## src/verilog/sense_regs_pkg.sv

```systemverilog
// Constants for the sense configuration and result register bank.
// Assumes a byte-wide register port driven by a two-wire bus front end.
package sense_regs_pkg;
  // ****************************************
  // Register offsets
  // ****************************************
  localparam logic [7:0] CH1_SENSE_CFG_ADDR = 8'h0b;
  localparam logic [7:0] CH2_SENSE_CFG_ADDR = 8'h0c;
  localparam logic [7:0] CH1_SENSE_RES_HI_ADDR = 8'h0d;
  localparam logic [7:0] CH1_SENSE_RES_LO_ADDR = 8'h0e;
  localparam logic [7:0] CH2_SENSE_RES_HI_ADDR = 8'h0f;
  localparam logic [7:0] CH2_SENSE_RES_LO_ADDR = 8'h10;
  localparam logic [7:0] CH1_SOURCE_RES_HI_ADDR = 8'h11;
  localparam logic [7:0] CH1_SOURCE_RES_LO_ADDR = 8'h12;
  localparam logic [7:0] CH2_SOURCE_RES_HI_ADDR = 8'h13;
  localparam logic [7:0] CH2_SOURCE_RES_LO_ADDR = 8'h14;
  // ****************************************
  // Field layout and reset values
  // ****************************************
  localparam int SAMPLE_TIME_LSB = 4;
  localparam int SAMPLE_TIME_W = 3;
  localparam int AVERAGE_LSB = 2;
  localparam int AVERAGE_W = 2;
  localparam int RANGE_LSB = 0;
  localparam int RANGE_W = 2;
  localparam int CFG_USED_W = 7;
  localparam logic [6:0] SENSE_CFG_RESET = 7'h53;
  localparam int SENSE_RES_W = 12;
  localparam int SOURCE_RES_W = 11;
  localparam int SENSE_PAD_W = 4;
  localparam int SOURCE_PAD_W = 5;
  // Source code weights in microvolts: top bit and one step.
  localparam int SOURCE_TOP_UV = 20000000;
  localparam int SOURCE_STEP_UV = 19531;
endpackage

```

## src/verilog/sense_result_hold.sv

```systemverilog
// Holds one channel's latest sense and source results.
// Assumes conversion results arrive as one-cycle strobes on sys_clk.
`timescale 1ns/10ps
module sense_result_hold
(
  input wire logic sys_clk,
  input wire logic rst,
  input wire logic enable,
  input wire logic sense_valid,
  input wire logic [11:0] shunt_voltage,
  input wire logic source_valid,
  input wire logic [10:0] supply_side_voltage,
  output logic [15:0] sense_word,
  output logic [15:0] source_word
);
  // ****************************************
  // Result capture
  // ****************************************
  always_ff @(posedge sys_clk)
  begin
    if (rst || !enable)
    begin
      sense_word <= 16'h0000;
    end
    else if (sense_valid)
    begin
      sense_word <= {shunt_voltage, {sense_regs_pkg::SENSE_PAD_W{1'b0}}};
    end
  end

  always_ff @(posedge sys_clk)
  begin
    if (rst || !enable)
    begin
      source_word <= 16'h0000;
    end
    else if (source_valid)
    begin
      // Binary weighted code, one step of about 19.531 mV.
      source_word <= {supply_side_voltage, {sense_regs_pkg::SOURCE_PAD_W{1'b0}}};
    end
  end
endmodule

```

## src/verilog/sense_config_result_regs.sv

```systemverilog
// Sense sampling configuration and result register bank, two channels, or channel 1 only with DUAL_CHANNEL cleared.
// Assumes a bus front end that presents byte reads and writes on sys_clk.
`timescale 1ns/10ps
module sense_config_result_regs
#(
  parameter bit DUAL_CHANNEL = 1'b1
)
(
  input wire logic sys_clk,
  input wire logic rst,
  input wire logic reg_wr,
  input wire logic reg_rd,
  input wire logic [7:0] reg_addr,
  input wire logic [7:0] reg_wdata,
  output logic [7:0] reg_rdata,
  output logic reg_rvalid,
  input wire logic ch1_sense_valid,
  input wire logic [11:0] ch1_shunt_voltage,
  input wire logic ch1_source_valid,
  input wire logic [10:0] ch1_supply_side_voltage,
  input wire logic ch2_sense_valid,
  input wire logic [11:0] ch2_shunt_voltage,
  input wire logic ch2_source_valid,
  input wire logic [10:0] ch2_supply_side_voltage,
  output logic [2:0] ch1_sense_sample_time,
  output logic [1:0] ch1_sense_average_count,
  output logic [1:0] ch1_sense_range_or_result,
  output logic [2:0] ch2_sense_sample_time,
  output logic [1:0] ch2_sense_average_count,
  output logic [1:0] ch2_sense_range_or_result
);
  // ****************************************
  // Configuration registers
  // ****************************************
  logic [6:0] ch1_cfg_q;
  logic [6:0] ch2_cfg_q;
  logic [15:0] ch1_sense_word;
  logic [15:0] ch1_source_word;
  logic [15:0] ch2_sense_word;
  logic [15:0] ch2_source_word;
  logic [7:0] rdata_d;
  logic ch1_cfg_hit;
  logic ch2_cfg_hit;
  logic [7:0] ch1_cfg_rd;
  logic [7:0] ch2_cfg_rd;
  logic [2:0] ch1_time_d;
  logic [1:0] ch1_avg_d;
  logic [1:0] ch1_range_d;
  logic [2:0] ch2_time_d;
  logic [1:0] ch2_avg_d;
  logic [1:0] ch2_range_d;

  // ****************************************
  // Address decode
  // ****************************************
  assign ch1_cfg_hit = reg_wr && reg_addr == sense_regs_pkg::CH1_SENSE_CFG_ADDR;
  assign ch2_cfg_hit = reg_wr && reg_addr == sense_regs_pkg::CH2_SENSE_CFG_ADDR && DUAL_CHANNEL;

  // ****************************************
  // Field extraction
  // ****************************************
  assign ch1_time_d = ch1_cfg_q[sense_regs_pkg::SAMPLE_TIME_LSB +: sense_regs_pkg::SAMPLE_TIME_W];
  assign ch1_avg_d = ch1_cfg_q[sense_regs_pkg::AVERAGE_LSB +: sense_regs_pkg::AVERAGE_W];
  assign ch1_range_d = ch1_cfg_q[sense_regs_pkg::RANGE_LSB +: sense_regs_pkg::RANGE_W];
  assign ch2_time_d = ch2_cfg_q[sense_regs_pkg::SAMPLE_TIME_LSB +: sense_regs_pkg::SAMPLE_TIME_W];
  assign ch2_avg_d = ch2_cfg_q[sense_regs_pkg::AVERAGE_LSB +: sense_regs_pkg::AVERAGE_W];
  assign ch2_range_d = ch2_cfg_q[sense_regs_pkg::RANGE_LSB +: sense_regs_pkg::RANGE_W];
  assign ch1_cfg_rd = {1'b0, ch1_cfg_q};
  assign ch2_cfg_rd = {1'b0, ch2_cfg_q};

  // ****************************************
  // Configuration storage
  // ****************************************

  always_ff @(posedge sys_clk)
  begin
    if (rst)
    begin
      ch1_cfg_q <= sense_regs_pkg::SENSE_CFG_RESET;
    end
    else if (ch1_cfg_hit)
    begin
      ch1_cfg_q <= reg_wdata[6:0];
    end
  end

  always_ff @(posedge sys_clk)
  begin
    if (rst || !DUAL_CHANNEL)
    begin
      ch2_cfg_q <= DUAL_CHANNEL ? sense_regs_pkg::SENSE_CFG_RESET : 7'h00;
    end
    else if (ch2_cfg_hit)
    begin
      ch2_cfg_q <= reg_wdata[6:0];
    end
  end

  // ****************************************
  // Field outputs
  // ****************************************
  always_ff @(posedge sys_clk)
  begin
    if (rst)
    begin
      ch1_sense_sample_time <= 3'h0;
      ch1_sense_average_count <= 2'h0;
      ch1_sense_range_or_result <= 2'h0;
    end
    else
    begin
      ch1_sense_sample_time <= ch1_time_d;
      ch1_sense_average_count <= ch1_avg_d;
      ch1_sense_range_or_result <= ch1_range_d;
    end
  end

  always_ff @(posedge sys_clk)
  begin
    if (rst)
    begin
      ch2_sense_sample_time <= 3'h0;
      ch2_sense_average_count <= 2'h0;
      ch2_sense_range_or_result <= 2'h0;
    end
    else
    begin
      ch2_sense_sample_time <= ch2_time_d;
      ch2_sense_average_count <= ch2_avg_d;
      ch2_sense_range_or_result <= ch2_range_d;
    end
  end

  // ****************************************
  // Result holding
  // ****************************************
  sense_result_hold ch1_hold
  (
    .sys_clk(sys_clk),
    .rst(rst),
    .enable(1'b1),
    .sense_valid(ch1_sense_valid),
    .shunt_voltage(ch1_shunt_voltage),
    .source_valid(ch1_source_valid),
    .supply_side_voltage(ch1_supply_side_voltage),
    .sense_word(ch1_sense_word),
    .source_word(ch1_source_word)
  );

  sense_result_hold ch2_hold
  (
    .sys_clk(sys_clk),
    .rst(rst),
    .enable(DUAL_CHANNEL),
    .sense_valid(ch2_sense_valid),
    .shunt_voltage(ch2_shunt_voltage),
    .source_valid(ch2_source_valid),
    .supply_side_voltage(ch2_supply_side_voltage),
    .sense_word(ch2_sense_word),
    .source_word(ch2_source_word)
  );

  // ****************************************
  // Read path
  // ****************************************
  always_comb
  begin
    rdata_d = 8'h00;
    unique case (reg_addr)
      sense_regs_pkg::CH1_SENSE_CFG_ADDR: rdata_d = ch1_cfg_rd;
      sense_regs_pkg::CH2_SENSE_CFG_ADDR: rdata_d = ch2_cfg_rd;
      sense_regs_pkg::CH1_SENSE_RES_HI_ADDR: rdata_d = ch1_sense_word[15:8];
      sense_regs_pkg::CH1_SENSE_RES_LO_ADDR: rdata_d = ch1_sense_word[7:0];
      sense_regs_pkg::CH2_SENSE_RES_HI_ADDR: rdata_d = ch2_sense_word[15:8];
      sense_regs_pkg::CH2_SENSE_RES_LO_ADDR: rdata_d = ch2_sense_word[7:0];
      sense_regs_pkg::CH1_SOURCE_RES_HI_ADDR: rdata_d = ch1_source_word[15:8];
      sense_regs_pkg::CH1_SOURCE_RES_LO_ADDR: rdata_d = ch1_source_word[7:0];
      sense_regs_pkg::CH2_SOURCE_RES_HI_ADDR: rdata_d = ch2_source_word[15:8];
      sense_regs_pkg::CH2_SOURCE_RES_LO_ADDR: rdata_d = ch2_source_word[7:0];
      default: rdata_d = 8'h00;
    endcase
  end

  always_ff @(posedge sys_clk)
  begin
    if (rst)
    begin
      reg_rdata <= 8'h00;
    end
    else
    begin
      reg_rdata <= reg_rd ? rdata_d : 8'h00;
    end
  end

  // ****************************************
  // Read valid
  // ****************************************
  always_ff @(posedge sys_clk)
  begin
    if (rst)
    begin
      reg_rvalid <= 1'b0;
    end
    else
    begin
      reg_rvalid <= reg_rd;
    end
  end
endmodule

```

## config.mk

```make
export PLATFORM = sky130hd
export DESIGN_NAME = sense_config_result_regs
export DESIGN_NICKNAME = d
export VERILOG_FILES = /design/src/verilog/sense_regs_pkg.sv /design/src/verilog/sense_result_hold.sv /design/src/verilog/sense_config_result_regs.sv
export SDC_FILE = /design/constraint.sdc
export NUM_CORES = 1
export LEC_CHECK = 0
export ABC_AREA = 1
export BUFFER_PORTS_ARGS = -buffer_cell sky130_fd_sc_hd__buf_2
export CAP_MARGIN = 20
export CORE_UTILIZATION = 45
export CTS_BUF_LIST = sky130_fd_sc_hd__clkbuf_8
export DETAILED_ROUTE_END_ITERATION = 10
export HOLD_SLACK_MARGIN = 0.1
export PLACE_DENSITY = 0.72
export RECOVER_POWER = 25
export SYNTH_ARGS = -nofsm -noshare
export SYNTH_HDL_FRONTEND = slang
export SYNTH_HIERARCHICAL = 1
export SYNTH_SLANG_ARGS = --single-unit
```

## constraint.sdc

```tcl
create_clock -name sys_clk -period 0.9 [get_ports sys_clk]
set_input_delay 0.045 -clock sys_clk [delete_from_list [all_inputs] [get_ports sys_clk]]
set_output_delay 0.045 -clock sys_clk [all_outputs]
set_load 0.1 [all_outputs]
```

==> metrics.txt <==
crit path launch type=register; Worst Clk Skew=0.00576 ns; drt drc=0; Setup CP Type=register to output port; Max Cap Viol=0; Detail Placement HPWL=7230 um; drt total wl=10300 um; CP Max Fanout=1; failing checks=setup timing; IO Port Bufs=91; Period Utilization, post-route=104%; Finish-stage setup viols=18; drt pass-1 iters=5; number of global-route vias before repair=3804; Antenna Cells=0; Critical Path Max Stage Delay=0.37 ns; CORE AREA=0.00785 mm2; Non-Filler Instances=763; antenna violations before repair=0; yosys warns=6; largest net degree at the start of global routing=37; slowest CP cell=dfxtp_2; CTS buffer count=9; Fin. Hold Viols=0; Initial Utilization=47.2%; Worst-path clk slew=0.08 ns; RSZ-0062 raised after global routing=true; DR iter-0 viols=230; status=finished with violations; Die W=92.7 um; Final Max Slew Viols=0; Synth top area share=44.9%; Setup WS post-layout=-0.0347 ns; GPL Wtd Cong=0.852; multi-input logic area=0.00171 mm2; area leader, netlist=dfxtp_1; most common cell after layout, fill and taps aside=nand2_1; clock sink count=83; first-pass GRT wire length=17400 um; Avg WL per Cell=13.5 um; Vias=3731; Area contributors post-synth=dfxtp_1, nand2_1, nand3_1; via/cell ratio=4.89; IO Count=93; crit path capture type=output port; cell area after synthesis=0.00370 mm2; register area=0.00169 mm2; sequential fraction of the synthesis area=44.9%; postcts setup bufs=0; worst skew pair latency=0.34 ns; Unique masters post-synth=22; # nets final=727; die footprint=0.00860 mm2; Die Y=92.7 um; Layout area overhead=48.0%; # fillers=651; Worst Path Required=0.85 ns; most frequent cells in the layout=nand2_1, nand3_1, buf_2, dfxtp_1, dlygate4sd3_1; Yosys reg bits=83; shortest period the worst path allows=0.935 ns; CTS root buf=clkbuf_8; Antenna Nets Post-Route=0; gr usage total=25.6%; clk buf depth=2; GRT Residual Overflow=0; Placed Cells=691; CP Cell Sequence=buf_12; row count=32; syn_area_per_cell=7.48 um2; final setup TNS=-0.214 ns; peak supply drop=0.000834 V; Hold WC Path Type=input pin to register; CTS HTree Levels=3; WP buf/inv=1; hold buffer count at cts=57; fmax=1070 MHz; CTS tree=done; Pwr Density=1370 mW/mm2; Worst Path Arrival=0.89 ns; ratio of cells with drive above 1 in the final layout=29.2%; pre-CTS setup slack=-0.256 ns; Leak=2.41 nW; CP top delay family=flip-flops; cells after synthesis=495
flip-flops by register name (all words and copies together), names as in the netlist:
register	flops
ch1_hold/sense_word	12
ch2_hold/sense_word	12
ch1_hold/source_word	11
ch2_hold/source_word	11
reg_rdata	8
ch1_cfg_q	7
ch2_cfg_q	7
ch1_sense_sample_time	3
ch2_sense_sample_time	3
ch1_sense_average_count	2
ch1_sense_range_or_result	2
ch2_sense_average_count	2
ch2_sense_range_or_result	2
reg_rvalid	1
worst paths after layout:
path | start | depth (start not counted) | slack [ns] | end
max | reg_rdata[3] | 1 | -0.03 | reg_rdata[3]
min | ch2_sense_valid | 3 | 0.06 | ch2_hold/sense_word[5]
max reg2reg | ch2_hold/source_word[10] | 4 | 0.05 | reg_rdata[2]
min reg2reg | ch2_hold/source_word[6] | 2 | 0.46 | ch2_hold/source_word[6]
stage by stage:
stage	total power [W]	utilization (%)	instance area (um2)	hold slack, ns
finish	0.00754	69.9	5480	0.0602
CTS	0.00755	69.5	5450	0.0617
global placement	0.00478	59.8	4690	0.293
global route	0.00788	69.9	5480	0.0572
floorplan	0.00446	-	3810	0.110
detailed placement	0.00480	59.8	4690	0.294
what timing repair did:
| action | in CTS | in global routing |
|---|---|---|
| setup endpoints to repair | 23 | 46 |
| hold endpoints to repair | 65 | 13 |
| pin swaps | 0 | 1 |
| gates resized for setup | 0 | 15 |
power by group:
part,total [W],internal [W],switching (W),leakage [nW]
sequential,0.00382,0.00376,0.0000576,0.683
combinational,0.00111,0.000513,0.000595,1.63
clock,0.00261,0.00133,0.00127,0.0995
synthesized netlist by cell type:
cell type / count
nand2_1: 115
dfxtp_1: 83
buf_2: 7
inv_2: 6
buf_4: 24
inv_1: 27
o211ai_1: 8
nand3_1: 84
nand2_2: 5
clkbuf_1: 2
and3_1: 1
nor2_4: 1
nand3_2: 2
nor2_1: 45
o21ai_0: 6
nand4_1: 8
nor2_2: 1
clkinv_2: 1
conb_1: 3
a21oi_1: 40
buf_6: 6
a21oi_2: 20
cell families after synthesis:
| logic type | count (synthesis) | share of synthesized area (%) |
|---|---|---|
| AND/OR/NAND/NOR | 262 | 30.9 |
| AO/OA/AOI/OAI | 74 | 12.6 |
| buffers and inverters | 73 | 11.3 |
| other | 3 | 0.304 |
| flip-flops | 83 | 44.9 |
layout make-up:
class / count / share of cell area [%]
multi-input combinational: 356 / 31.2
tap: 102 / 2.33
timing repair buffer: 173 / 29.6
sequential: 83 / 30.9
clock buffer: 10 / 2.51
inverter: 34 / 2.49
clock inverter: 5 / 1.00
metal layers:
metal	track usage [%]	routed length, um	up-vias	share of wire [%]
li1	-	-	1911	-
met1	29.9	4300	1704	42
met4	7.69	184	0	1.8
met5	0	0	-	0
met2	48.0	5450	101	53
met3	3.69	367	15	3.6
Note: power is estimated with default switching activity, not from simulation.
